## src/verilog/ppf_params.svh

```systemverilog
`ifndef PPF_PARAMS_SVH
`define PPF_PARAMS_SVH

// register byte offsets
`define PPF_REG_CTRL 8'h00
`define PPF_REG_WIN_Y 8'h04
`define PPF_REG_XKERN 8'h08
`define PPF_REG_TIMING 8'h0C
`define PPF_REG_EXPO 8'h10
`define PPF_REG_STATUS 8'h14

// control register fields
`define PPF_CTRL_START 0
`define PPF_CTRL_BL_FRAME 1
`define PPF_CTRL_BL_LINE 2
`define PPF_CTRL_MODE_LO 4
`define PPF_CTRL_MODE_HI 6
`define PPF_CTRL_WORD8 8

// window and timing fields
`define PPF_WIN_YSTART_LO 0
`define PPF_WIN_YSTART_HI 11
`define PPF_WIN_YEND_LO 16
`define PPF_WIN_YEND_HI 27
`define PPF_XK_HI 8
`define PPF_TIM_ROT_LO 0
`define PPF_TIM_ROT_HI 7
`define PPF_TIM_BLK_LO 8
`define PPF_TIM_BLK_HI 15
`define PPF_EXPO_HI 15

// status fields
`define PPF_STAT_BUSY 0
`define PPF_STAT_STATE_LO 1
`define PPF_STAT_STATE_HI 3
`define PPF_STAT_WORD10 4
`define PPF_STAT_ROW_LO 16
`define PPF_STAT_ROW_HI 27

// reset values
`define PPF_RST_YSTART 12'h000
`define PPF_RST_YEND 12'h9C3
`define PPF_RST_XKERN 9'h1E0
`define PPF_RST_ROT 8'h10
`define PPF_RST_BLK 8'h08
`define PPF_RST_EXPO 16'h0100

// data path constants
`define PPF_TRAIN_WORD 10'h3A5
`define PPF_CRC_POLY 10'h24F
`define PPF_CRC_SEED 10'h3FF

`endif

```

## src/verilog/ppf_pkg.sv

```systemverilog
package ppf_pkg;

    typedef enum logic [2:0] {
        PPF_IDLE = 3'h0,
        PPF_RST = 3'h1,
        PPF_EXPO = 3'h3,
        PPF_ROT = 3'h2,
        PPF_LINE = 3'h6,
        PPF_CRC = 3'h7
    } ppf_state_e;

    typedef enum logic [2:0] {
        PPF_M_NONE = 3'h0,
        PPF_M_SKIP = 3'h1,
        PPF_M_CHECKER = 3'h2,
        PPF_M_BIN12 = 3'h3,
        PPF_M_BIN22 = 3'h4
    } ppf_mode_e;

    // four neighbours from the pixel array: (r,c) (r,c+1) (r+1,c) (r+1,c+1)
    typedef struct packed {
        logic [9:0] p00;
        logic [9:0] p01;
        logic [9:0] p10;
        logic [9:0] p11;
    } ppf_quad_s;

    typedef struct packed {
        logic bl_frame_en;
        logic bl_line_en;
        ppf_mode_e mode;
        logic [11:0] y_start;
        logic [11:0] y_end;
        logic [8:0] x_kernels;
        logic [7:0] row_overhead_idle;
        logic [7:0] black_rows;
        logic [15:0] expo;
    } ppf_cfg_s;

    // parallel output pins
    typedef struct packed {
        logic out_clk;
        logic frame_strobe;
        logic row_strobe;
        logic [9:0] data;
    } ppf_pins_s;

endpackage : ppf_pkg

```

## src/verilog/ppf_framer.sv

```systemverilog
`include "ppf_params.svh"

// What this block does
// - only 10-bit words; an 8-bit request is ignored.
// - frame strobe rises at frame start, falls after last line fully sent.
// - data is a valid pixel whenever the row strobe is high.
// - row strobe high per line, low during row overhead idle.
// - a CRC word follows each line right after the row strobe falls.
// - lines read one by one, left to right, bottom row upward.
// - rows reset y start to y end, one line time apart.
// - after exposure, each row read after one row overhead interval.
// - both black enables set: black rows handled as image rows.
// - frame enable only: frame strobe covers black rows, row strobe does not.
// - line enable only: row strobe marks black pixels, frame strobe skips them.
// - both cleared: strobes low in black rows, data and CRC still sent.
// - readout in kernels of eight pixels by one row.
// - no subsampling: kernel pairs, even pairs ascending, odd pairs descending.
// - read-1-skip-1: even pixels of 8-pixel kernels, same order always.
// - checkerboard: even pixels of one row, odd pixels of next.
// - 1x2 binning: no-subsampling order, pixel joined with next row.
// - 2x2 binning: skip order, joined with odd neighbour and next row.
// - single 10-bit output with forwarded clock and both strobes.
// - no window information is sent on the output.
module ppf_framer import ppf_pkg::*; (
    input wire logic core_clk,
    input wire logic rst,
    input wire logic pix_clk,
    input wire logic [7:0] avs_address,
    input wire logic avs_read,
    input wire logic avs_write,
    input wire logic [31:0] avs_writedata,
    output logic [31:0] avs_readdata,
    output logic avs_waitrequest,
    input wire ppf_quad_s arr_data,
    output logic [11:0] arr_row,
    output logic [11:0] arr_col,
    output logic arr_black,
    output logic row_reset,
    output logic [11:0] row_reset_addr,
    output ppf_pins_s pins
);

    ////////////////////////////////////////////////////////////////////////////
    // pixel clock sampling

    logic pclk_s1_q, pclk_s2_q, pclk_s3_q;
    logic tick;

    always_ff @(posedge core_clk) begin
        if (rst) begin
            pclk_s1_q <= 1'b0;
            pclk_s2_q <= 1'b0;
            pclk_s3_q <= 1'b0;
        end else begin
            pclk_s1_q <= pix_clk;
            pclk_s2_q <= pclk_s1_q;
            pclk_s3_q <= pclk_s2_q;
        end
    end

    assign tick = pclk_s2_q & ~pclk_s3_q;

    ////////////////////////////////////////////////////////////////////////////
    // register slave

    ppf_cfg_s cfg_q, cfg_d;
    logic wait_q, wait_d;
    logic [31:0] rdata_q, rdata_d;
    logic start_q, start_d;
    logic take;
    ppf_state_e st_q, st_d;
    logic [11:0] row_q, row_d;

    assign take = (avs_read | avs_write) & ~wait_q;

    always_comb begin
        cfg_d = cfg_q;
        rdata_d = rdata_q;
        start_d = 1'b0;
        wait_d = 1'b1;
        if ((avs_read | avs_write) && wait_q) begin
            wait_d = 1'b0;
        end
        if (take && avs_write) begin
            case (avs_address)
                `PPF_REG_CTRL: begin
                    start_d = avs_writedata[`PPF_CTRL_START] & (st_q == PPF_IDLE);
                    cfg_d.bl_frame_en = avs_writedata[`PPF_CTRL_BL_FRAME];
                    cfg_d.bl_line_en = avs_writedata[`PPF_CTRL_BL_LINE];
                    cfg_d.mode = ppf_mode_e'(avs_writedata[`PPF_CTRL_MODE_HI:`PPF_CTRL_MODE_LO]);
                    // the word-width bit is dropped: this output is 10-bit only
                end
                `PPF_REG_WIN_Y: begin
                    cfg_d.y_start = avs_writedata[`PPF_WIN_YSTART_HI:`PPF_WIN_YSTART_LO];
                    cfg_d.y_end = avs_writedata[`PPF_WIN_YEND_HI:`PPF_WIN_YEND_LO];
                end
                `PPF_REG_XKERN: cfg_d.x_kernels = avs_writedata[`PPF_XK_HI:0];
                `PPF_REG_TIMING: begin
                    cfg_d.row_overhead_idle = avs_writedata[`PPF_TIM_ROT_HI:`PPF_TIM_ROT_LO];
                    cfg_d.black_rows = avs_writedata[`PPF_TIM_BLK_HI:`PPF_TIM_BLK_LO];
                end
                `PPF_REG_EXPO: cfg_d.expo = avs_writedata[`PPF_EXPO_HI:0];
                default: begin
                end
            endcase
        end
        if ((avs_read | avs_write) && wait_q) begin
            rdata_d = 32'h0000_0000;
            if (avs_read) begin
                case (avs_address)
                    `PPF_REG_CTRL: begin
                        rdata_d[`PPF_CTRL_BL_FRAME] = cfg_q.bl_frame_en;
                        rdata_d[`PPF_CTRL_BL_LINE] = cfg_q.bl_line_en;
                        rdata_d[`PPF_CTRL_MODE_HI:`PPF_CTRL_MODE_LO] = cfg_q.mode;
                    end
                    `PPF_REG_WIN_Y: begin
                        rdata_d[`PPF_WIN_YSTART_HI:`PPF_WIN_YSTART_LO] = cfg_q.y_start;
                        rdata_d[`PPF_WIN_YEND_HI:`PPF_WIN_YEND_LO] = cfg_q.y_end;
                    end
                    `PPF_REG_XKERN: rdata_d[`PPF_XK_HI:0] = cfg_q.x_kernels;
                    `PPF_REG_TIMING: begin
                        rdata_d[`PPF_TIM_ROT_HI:`PPF_TIM_ROT_LO] = cfg_q.row_overhead_idle;
                        rdata_d[`PPF_TIM_BLK_HI:`PPF_TIM_BLK_LO] = cfg_q.black_rows;
                    end
                    `PPF_REG_EXPO: rdata_d[`PPF_EXPO_HI:0] = cfg_q.expo;
                    `PPF_REG_STATUS: begin
                        rdata_d[`PPF_STAT_BUSY] = (st_q != PPF_IDLE);
                        rdata_d[`PPF_STAT_STATE_HI:`PPF_STAT_STATE_LO] = st_q;
                        rdata_d[`PPF_STAT_WORD10] = 1'b1;
                        rdata_d[`PPF_STAT_ROW_HI:`PPF_STAT_ROW_LO] = row_q;
                    end
                    default: rdata_d = 32'h0000_0000;
                endcase
            end
        end
    end

    always_ff @(posedge core_clk) begin
        if (rst) begin
            cfg_q <= '{bl_frame_en: 1'b1, bl_line_en: 1'b1, mode: PPF_M_NONE,
                       y_start: `PPF_RST_YSTART, y_end: `PPF_RST_YEND,
                       x_kernels: `PPF_RST_XKERN, row_overhead_idle: `PPF_RST_ROT,
                       black_rows: `PPF_RST_BLK, expo: `PPF_RST_EXPO};
            wait_q <= 1'b1;
            rdata_q <= 32'h0000_0000;
            start_q <= 1'b0;
        end else begin
            cfg_q <= cfg_d;
            wait_q <= wait_d;
            rdata_q <= rdata_d;
            start_q <= start_d;
        end
    end

    ////////////////////////////////////////////////////////////////////////////
    // pixel ordering and binning

    // column of output word n inside a line
    function automatic logic [11:0] col_of(input logic [11:0] n, input ppf_mode_e m,
                                           input logic odd_row);
        logic [11:0] c;
        c = n;
        case (m)
            PPF_M_SKIP, PPF_M_BIN22: c = {n[10:0], 1'b0};
            PPF_M_CHECKER: c = {n[10:0], odd_row};
            default: c = n[4] ? {n[11:4], ~n[3:0]} : n;
        endcase
        return c;
    endfunction : col_of

    function automatic logic [9:0] crc_step(input logic [9:0] crc, input logic [9:0] w);
        logic [9:0] c;
        c = crc;
        for (int i = 9; i >= 0; i--) begin
            c = (c[9] ^ w[i]) ? ({c[8:0], 1'b0} ^ `PPF_CRC_POLY) : {c[8:0], 1'b0};
        end
        return c;
    endfunction : crc_step

    logic half_len, two_rows, odd_row;
    logic [11:0] line_len;
    logic [12:0] line_time;
    logic [11:0] sum2, sum4;
    logic [9:0] pix_word;

    assign half_len = (cfg_q.mode == PPF_M_SKIP) || (cfg_q.mode == PPF_M_CHECKER)
                      || (cfg_q.mode == PPF_M_BIN22);
    assign two_rows = (cfg_q.mode == PPF_M_BIN12) || (cfg_q.mode == PPF_M_BIN22);
    assign line_len = half_len ? {1'b0, cfg_q.x_kernels, 2'b00} : {cfg_q.x_kernels, 3'b000};
    assign line_time = {1'b0, line_len} + {5'h00, cfg_q.row_overhead_idle};
    assign odd_row = row_q[0] ^ cfg_q.y_start[0];
    assign sum2 = {2'b00, arr_data.p00} + {2'b00, arr_data.p10};
    assign sum4 = sum2 + {2'b00, arr_data.p01} + {2'b00, arr_data.p11};

    always_comb begin
        case (cfg_q.mode)
            PPF_M_BIN12: pix_word = sum2[10:1];
            PPF_M_BIN22: pix_word = sum4[11:2];
            default: pix_word = arr_data.p00;
        endcase
    end

    ////////////////////////////////////////////////////////////////////////////
    // frame sequencer

    logic [15:0] tcnt_q, tcnt_d;
    logic [11:0] n_q, n_d;
    logic [7:0] blk_q, blk_d;
    logic black_q, black_d;
    logic frame_q, frame_d;
    logic rstrb_q, rstrb_d;
    logic [9:0] dout_q, dout_d;
    logic [9:0] crc_q, crc_d;
    logic rrst_q, rrst_d;
    logic [11:0] rrst_row_q, rrst_row_d;
    logic [11:0] arow_q, arow_d;
    logic [11:0] acol_q, acol_d;
    logic ablk_q, ablk_d;
    logic oclk_q;
    logic [12:0] next_row;
    logic last_row;

    assign next_row = {1'b0, row_q} + (two_rows ? 13'h0002 : 13'h0001);
    assign last_row = ~black_q && (next_row > {1'b0, cfg_q.y_end});

    always_comb begin
        st_d = st_q;
        tcnt_d = tcnt_q;
        n_d = n_q;
        row_d = row_q;
        blk_d = blk_q;
        black_d = black_q;
        frame_d = frame_q;
        rstrb_d = rstrb_q;
        dout_d = dout_q;
        crc_d = crc_q;
        rrst_d = 1'b0;
        rrst_row_d = rrst_row_q;
        // array address follows the word counter; data is ready by the next tick
        arow_d = black_q ? {4'h0, blk_q} : row_q;
        acol_d = col_of(n_q, cfg_q.mode, odd_row);
        ablk_d = black_q;
        case (st_q)
            PPF_IDLE: begin
                dout_d = `PPF_TRAIN_WORD;
                if (start_q) begin
                    row_d = cfg_q.y_start;
                    rrst_d = 1'b1;
                    rrst_row_d = cfg_q.y_start;
                    tcnt_d = 16'h0000;
                    st_d = PPF_RST;
                end
            end
            PPF_RST: if (tick) begin
                tcnt_d = tcnt_q + 16'h0001;
                if (tcnt_d[12:0] >= line_time) begin
                    tcnt_d = 16'h0000;
                    if (row_q >= cfg_q.y_end) begin
                        st_d = PPF_EXPO;
                    end else begin
                        row_d = row_q + 12'h001;
                        rrst_d = 1'b1;
                        rrst_row_d = row_d;
                    end
                end
            end
            PPF_EXPO: if (tick) begin
                tcnt_d = tcnt_q + 16'h0001;
                if (tcnt_d >= cfg_q.expo) begin
                    tcnt_d = 16'h0000;
                    row_d = cfg_q.y_start;
                    blk_d = 8'h00;
                    black_d = (cfg_q.black_rows != 8'h00);
                    // frame strobe before the first black row only when enabled
                    frame_d = (cfg_q.black_rows == 8'h00) | cfg_q.bl_frame_en;
                    st_d = PPF_ROT;
                end
            end
            PPF_ROT: begin
                if (!black_q) begin
                    frame_d = 1'b1;
                end
                if (tick) begin
                    dout_d = `PPF_TRAIN_WORD;
                    tcnt_d = tcnt_q + 16'h0001;
                    if (tcnt_d >= {8'h00, cfg_q.row_overhead_idle}) begin
                        tcnt_d = 16'h0000;
                        n_d = 12'h000;
                        crc_d = `PPF_CRC_SEED;
                        st_d = PPF_LINE;
                    end
                end
            end
            PPF_LINE: if (tick) begin
                dout_d = pix_word;
                // black rows are strobed only when the line enable is set
                rstrb_d = ~black_q | cfg_q.bl_line_en;
                crc_d = crc_step(crc_q, pix_word);
                n_d = n_q + 12'h001;
                if (n_d >= line_len) begin
                    tcnt_d = 16'h0000;
                    st_d = PPF_CRC;
                end
            end
            PPF_CRC: if (tick) begin
                rstrb_d = 1'b0;
                if (tcnt_q == 16'h0000) begin
                    dout_d = crc_q;
                    tcnt_d = 16'h0001;
                end else begin
                    dout_d = `PPF_TRAIN_WORD;
                    n_d = 12'h000;
                    if (last_row) begin
                        frame_d = 1'b0;
                        st_d = PPF_IDLE;
                    end else begin
                        if (black_q) begin
                            blk_d = blk_q + 8'h01;
                            black_d = (blk_d != cfg_q.black_rows);
                        end else begin
                            row_d = next_row[11:0];
                        end
                        st_d = PPF_ROT;
                    end
                end
            end
            default: st_d = PPF_IDLE;
        endcase
    end

    always_ff @(posedge core_clk) begin
        if (rst) begin
            st_q <= PPF_IDLE;
            tcnt_q <= 16'h0000;
            n_q <= 12'h000;
            row_q <= 12'h000;
            blk_q <= 8'h00;
            black_q <= 1'b0;
            frame_q <= 1'b0;
            rstrb_q <= 1'b0;
            dout_q <= `PPF_TRAIN_WORD;
            crc_q <= `PPF_CRC_SEED;
            rrst_q <= 1'b0;
            rrst_row_q <= 12'h000;
            arow_q <= 12'h000;
            acol_q <= 12'h000;
            ablk_q <= 1'b0;
            oclk_q <= 1'b0;
        end else begin
            st_q <= st_d;
            tcnt_q <= tcnt_d;
            n_q <= n_d;
            row_q <= row_d;
            blk_q <= blk_d;
            black_q <= black_d;
            frame_q <= frame_d;
            rstrb_q <= rstrb_d;
            dout_q <= dout_d;
            crc_q <= crc_d;
            rrst_q <= rrst_d;
            rrst_row_q <= rrst_row_d;
            arow_q <= arow_d;
            acol_q <= acol_d;
            ablk_q <= ablk_d;
            // forwarded clock is inverted so data moves on its falling edge
            oclk_q <= ~pclk_s2_q;
        end
    end

    ////////////////////////////////////////////////////////////////////////////
    // outputs

    assign avs_readdata = rdata_q;
    assign avs_waitrequest = wait_q;
    assign arr_row = arow_q;
    assign arr_col = acol_q;
    assign arr_black = ablk_q;
    assign row_reset = rrst_q;
    assign row_reset_addr = rrst_row_q;
    // only clock, strobes and data leave: no window information
    assign pins = '{out_clk: oclk_q, frame_strobe: frame_q, row_strobe: rstrb_q, data: dout_q};

endmodule : ppf_framer

```

## config.mk

```make
export PLATFORM = sky130hd
export DESIGN_NAME = ppf_framer
export DESIGN_NICKNAME = d
export VERILOG_FILES = /design/src/verilog/ppf_pkg.sv /design/src/verilog/ppf_framer.sv
export VERILOG_INCLUDE_DIRS = /design/src /design/src/verilog
export SDC_FILE = /design/constraint.sdc
export NUM_CORES = 1
export LEC_CHECK = 0
export BUFFER_PORTS_ARGS = -buffer_cell sky130_fd_sc_hd__buf_2
export CAP_MARGIN = 20
export CELL_PAD_IN_SITES_DETAIL_PLACEMENT = 2
export CELL_PAD_IN_SITES_GLOBAL_PLACEMENT = 2
export CORE_ASPECT_RATIO = 1.1
export CORE_UTILIZATION = 38
export DETAILED_ROUTE_END_ITERATION = 7
export GPL_TIMING_DRIVEN = 0
export PLACE_DENSITY_LB_ADDON = 0.2
export SLEW_MARGIN = 20
export SYNTH_ARGS = -nofsm -noshare
export SYNTH_HDL_FRONTEND = slang
export SYNTH_SLANG_ARGS = --single-unit
```

## constraint.sdc

```tcl
create_clock -name core_clk -period 12.3 [get_ports core_clk]
set_input_delay 0.615 -clock core_clk [delete_from_list [all_inputs] [get_ports core_clk]]
set_output_delay 0.615 -clock core_clk [all_outputs]
set_load 0.05 [all_outputs]
```

=== Yosys cells after proc, flatten, opt, wreduce, memory -nomap -nowiden ===
Cells that the tools add are included.

* $add $sub $neg: 9
* Order comparisons: 6
* Equality and inequality tests: 34
* Muxes and demuxes: 109
* Bitwise operators: 34
* Reduce and logical (&&, ||, !) cells: 40

{| class="wikitable"
|+ Operator list
! kind !! number
|-
| two-way mux 12 bit || 16
|-
| two-way mux 16 bit || 11
|-
| two-way mux 10 bit || 17
|-
| one-hot mux 16 bit (6 select lines) || 1
|-
| one-hot mux 12 bit (2 select lines) || 3
|-
| NOT 6 bit || 10
|-
| two-way mux 8 bit || 7
|-
| one-hot mux 12 bit (4 select lines) || 1
|-
| one-hot mux 10 bit (2 select lines) || 2
|-
| one-hot mux 10 bit (4 select lines) || 1
|-
| != test 2 bit (second input constant) || 19
|-
| two-way mux 3 bit || 12
|-
| one-hot mux 12 bit (3 select lines) || 1
|-
| two-way mux 28 bit || 1
|-
| adder 12 x 1 -> 12 bit (second input constant) || 2
|-
| >= comparator 12 bit || 2
|-
| two-way mux 1 bit || 19
|-
| one-hot mux 3 bit (6 select lines) || 1
|-
| adder 16 x 1 -> 16 bit (second input constant) || 1
|-
| == test 8 x 4 -> 1 bit (second input constant) || 2
|-
| == test 8 x 5 -> 1 bit (second input constant) || 2
|-
| >= comparator 16 bit || 1
|-
| >= comparator 16 x 8 -> 1 bit || 1
|-
| zero test 16 bit || 1
|-
| 50 further kinds || 98
|}

* Flip-flop bits (word level): 220
* Input bits: 85
* Output and inout bits: 84
* Logic and storage cells: 264

=== Longest topological paths before layout ===
* Depth after elaboration: 26
* Mapped depth: 26
* Mapped depth without buffers: 23

=== Worst setup path after synthesis ===
Ideal clock, no wire load.

* Path kind: flip-flop to flip-flop
* Start: reg cfg_q[66] (netlist name)
* End: reg row_q[2]
* Setup time: 128 ps
* Arrival time: 5589 ps
* Data required time: 12172 ps
* Slack: 6583 ps
* Stages on the path, launching flop included: 26
* Path buffers: 3
* Period minus slack after synthesis: 5717 ps
* Cell sequence: dfxtp_1 > clkbuf_1 > xor2_1 > o21ai_1 > clkbuf_1 > mux2_2 > ha_1 > a21o_1 > a21oi_1 > nor2b_1 > o21a_1 > o21ai_0 > a21oi_1 > and2_1 > mux2_2 > a32oi_1 > ha_1 > and4_1 > a21oi_1 > nand2_1 > a41oi_1 > o21ai_0 > o2111ai_1 > clkbuf_1 > mux2i_1 > nor2_1

* Longest elaborated chain between the ends: 9
* Elaborated cells between the ends (all ways): 22
* Classes of those cells: add/sub (2); order compare (2); eq/ne (6); mux (7); reduce/logical (5)

{| class="wikitable"
|+ RTL lines
! what !! line !! text
|-
| start, declared || ppf_framer.sv:66 || <nowiki>ppf_cfg_s cfg_q, cfg_d;</nowiki>
|-
| start signal, assigned || ppf_framer.sv:140 || <nowiki>cfg_q <= '{bl_frame_en: 1'b1, bl_line_en: 1'b1, mode: PPF_M_NONE,</nowiki>
|-
| start signal, assigned || ppf_framer.sv:148 || <nowiki>cfg_q <= cfg_d;</nowiki>
|-
| parallel branches: the longest is 9 deep, another holds adder 12 x 2 -> 13 bit || n/a ||
|-
| end signal, assigned || ppf_framer.sv:353 || <nowiki>row_q <= row_d;</nowiki>
|-
| end, declared || ppf_framer.sv:72 || <nowiki>logic [11:0] row_q, row_d;</nowiki>
|}

Several ways; the timed one is not identified. The select of a mux whose other input is x is not followed.
A chain may end at the register's enable or synchronous reset.

=== Worst setup path after layout ===
* Start: reg cfg_q[66] (netlist name)
* End: reg row_q[5]

Same word-level chain as after synthesis.

==> results.yml <==
critical_path:
  arrival_ns: 7.99
  cp-end-kind: "flop"
  rr_worst_depth: 25
  cpLargestDelayFamily: "compound AO/OA/AOI/OAI gates"
  r2r_setup_slack_ns: 4.70
  critPathKind: "flop to flop"
  start_kind: "flop"
  cp_slowest_stage_delay_ns: 0.66
  cpMaxStageDelayCell: "clkbuf_1"
  rr_endpoint: "row_q[5]"
  cp_max_fo: 10
  required_ns: 12.70
  worst-path-stages: 25
  worstReg2RegStart: "cfg_q[66]"
  critPathBufInv: 3
floorplanning:
  die_height_um: 204
  die_area_um2: 37800
  start_util_pct: 38.8
  core-area_um2: 36300
  num_rows: 73
  die_x_um: 185
  ioPinCount: 169
global_route:
  antenna_found_initial: 2
  grt_max_degree: 14
  grt_pass1_wl_um: 93400
  grt_pass1_vias: 15905
  grt_overflow_total: 0
  globalRouteTotalUtil_pct: 32.5
worst_hold_path:
  holdPathEnd: "cfg_q[51]"
  min_path_type: "primary input to flop"
  whs_path_depth: 3
  hp-start: "avs_writedata[26]"
synthesis:
  netlist-cell-type-count: 84
  synth_area_leaders: "dfxtp_1 (31%), ha_1 (9.3%), nand2_1 (6.3%), a21oi_1 (6.1%), nor2_1 (5.1%)"
  ys_seq_area_share_pct: 30.8
  ys_seq_elements: 216
  synth_edf_count: 0
  synthCells: 1775
  synth_area_leader_cell: "dfxtp_1"
  netlist_area_um2: 14100
  avgSynthCellArea_um2: 7.92
  yosysWarnings: 0
  synthArstFlopShare_pct: 0
  netlist.area_leader.share_pct: 30.8
  synthFlopType: "dfxtp_1"
timing:
  finalSetupViolations: 0
  relSlewSlack_pct: 22.6
  fin_ws_ns: 4.70
  rsz0062_at_grt: "no"
  period_minus_slack_ns: 7.60
  slew_viol_final: 0
  max_freq_mhz: 132
  period_share_pct: 61.8
  tns_ns: 0
  holdWs_ns: 0.291
  finClkSkew_ns: 0.0211
  worst_pin_slew_ns: 1.16
  finalHoldViolCount: 0
cts:
  cts_root_buffer: "clkbuf_16"
  cts_buffers: 26
  cts_buffer_depth: 3
  postCtsSetupRepairBufs: 0
  htreeDepth: 1
  clk_pin_slew_ns: 0.08
  cts_tree: "built"
  clock_latency_ns: 0.57
  cts-resized-gates: 0
  clock_sink_count: 216
  cts_hold_buf: 0
route:
  post-route-drc-count: 0
  drt_pass1_iterations: 6
  routed_via_density: 5.85
  drtIter0Drc: 620
  routed_wl_um: 61100
  routedWlPerCell_um: 24.7
  vias: 14443
  drtAntennaViolNets: 0
cells_and_area:
  mostFrequentLayoutCells: "nand2_1 (235), dfxtp_1 (216), nor2_1 (191)"
  num-fill-cells: 4245
  multi_input_area_um2: 9020
  areaGrowthSynthToFinish_pct: 16.3
  drive_gt1_share_pct: 12.1
  instances_no_fill: 2470
  final_common_cell: "nand2_1"
  regArea_um2: 4320
  final_nets: 2167
pwr:
  leakage_nw: 6.77
  ir_drop_mv: 0.0933
  power_density_nw_per_um2: 115
place:
  place_congestion: 0.902
  preCtsSetupSlack_ns: 4.86
  io_buffer_count: 158
  dp_cells: 2424
  dp_hpwl_um: 46600
outcome:
  status: "finished clean"
run:
  maxCapViolCount: 0
[worst register-to-register path, cell delays in order, from the launching register on]
cell	delay (ns)
dfxtp_1	0.36
clkbuf_1	0.46
xor2_1	0.14
o21ai_1	0.57
clkbuf_1	0.66
mux2_2	0.44
ha_1	0.27
a21o_1	0.17
a21oi_1	0.26
nor2b_1	0.10
o21a_1	0.19
o21ai_0	0.14
a21oi_1	0.13
and2_1	0.22
mux2_2	0.28
a32oi_1	0.23
ha_1	0.29
and4_1	0.20
a21oi_1	0.14
nand2_1	0.06
a41oi_1	0.50
o21ai_0	0.20
o2111ai_1	0.41
clkbuf_1	0.64
mux2i_1	0.27
nor2_1	0.07
[synthesized netlist by cell type (all sizes together) (7+ instances only)]
| library cell | number |
|---|---|
| a211o | 7 |
| a211oi | 15 |
| a21o | 25 |
| a21oi | 170 |
| a221oi | 8 |
| a22oi | 42 |
| a31oi | 12 |
| and2 | 13 |
| and3 | 17 |
| buf | 17 |
| clkbuf | 92 |
| dfxtp | 216 |
| fa | 13 |
| ha | 104 |
| inv | 73 |
| mux2 | 8 |
| mux2i | 50 |
| nand2 | 235 |
| nand2b | 23 |
| nand3 | 45 |
| nand3b | 11 |
| nand4 | 18 |
| nor2 | 191 |
| nor2b | 22 |
| nor3 | 34 |
| nor4 | 17 |
| o211ai | 14 |
| o21a | 7 |
| o21ai | 70 |
| o22ai | 7 |
| or3 | 11 |
| or4 | 8 |
| xnor2 | 57 |
| xor2 | 43 |
[metrics by stage]
stage	area, um^2	total power [mW]	utilization, %
floorplan	14100	0.954	-
global placement	15500	1.06	42.7
detailed placement	15500	1.08	42.7
CTS	16300	1.88	45.1
global route	16300	1.93	45.1
finish	16300	1.87	45.1
[cells by family after synthesis]
kind of cell             after synthesis  synth area share, %
buffers and inverters                184                 5.25
multiplexers                          59                 4.36
adder cells (fa/ha/maj)              117                 11.1
flip-flops                           216                 30.8
AND/OR/NAND/NOR                      666                 22.1
AO/OA/AOI/OAI                        424                 18.9
XOR/XNOR                             108                 7.54
other                                  1               0.0267
[worst max-delay path by stage]
stage,start,endpoint,slack [ns]
detailed placement,cfg_q[66],row_q[8],4.86
finish,cfg_q[66],row_q[5],4.70
global route,cfg_q[66],row_q[0],4.34
global placement,cfg_q[66],row_q[9],5.14
CTS,cfg_q[66],row_q[8],4.82
floorplan,cfg_q[66],row_q[2],6.58
[power breakdown]
part / switching [mW] / internal (mW)
Combinational: 0.243 / 0.118
Clock: 0.334 / 0.467
Sequential: 0.00582 / 0.704
[area by class of cell]
type                            count  area share (%)
Buffer                            109            2.79
Timing Repair Buffer              159            4.87
Clock buffer                       33            4.32
Sequential cell                   216            26.5
Antenna cell                        2          0.0306
Tap cell                          487            3.73
Inverter                           75            1.72
Clock inverter                     11           0.896
Multi-Input combinational cell   1378            55.2
[registers in the layout, indices dropped and copies added (netlist names)]
name,count
pclk_s3_q,1
dout_q,10
st_q,3
row_reset_addr,12
cfg_q,70
avs_readdata,28
start_q,1
tcnt_q,16
crc_q,10
oclk_q,1
rstrb_q,1
pclk_s2_q,1
ablk_d,1
blk_q,8
arr_col,12
row_q,12
frame_q,1
arr_black,1
row_reset,1
pclk_s1_q,1
avs_waitrequest,1
n_q,12
arr_row,12
[routing by layer]
| metal | track usage [%] | share of wire (%) | vias to the layer above |
|---|---|---|---|
| met4 | 15.9 | 4.9 | 0 |
| met1 | 37.9 | 41 | 7276 |
| li1 | - | - | 6608 |
| met5 | 0 | 0 | - |
| met2 | 58.3 | 50 | 407 |
| met3 | 3.77 | 4.0 | 152 |
Power figures use the tool's default switching activity.
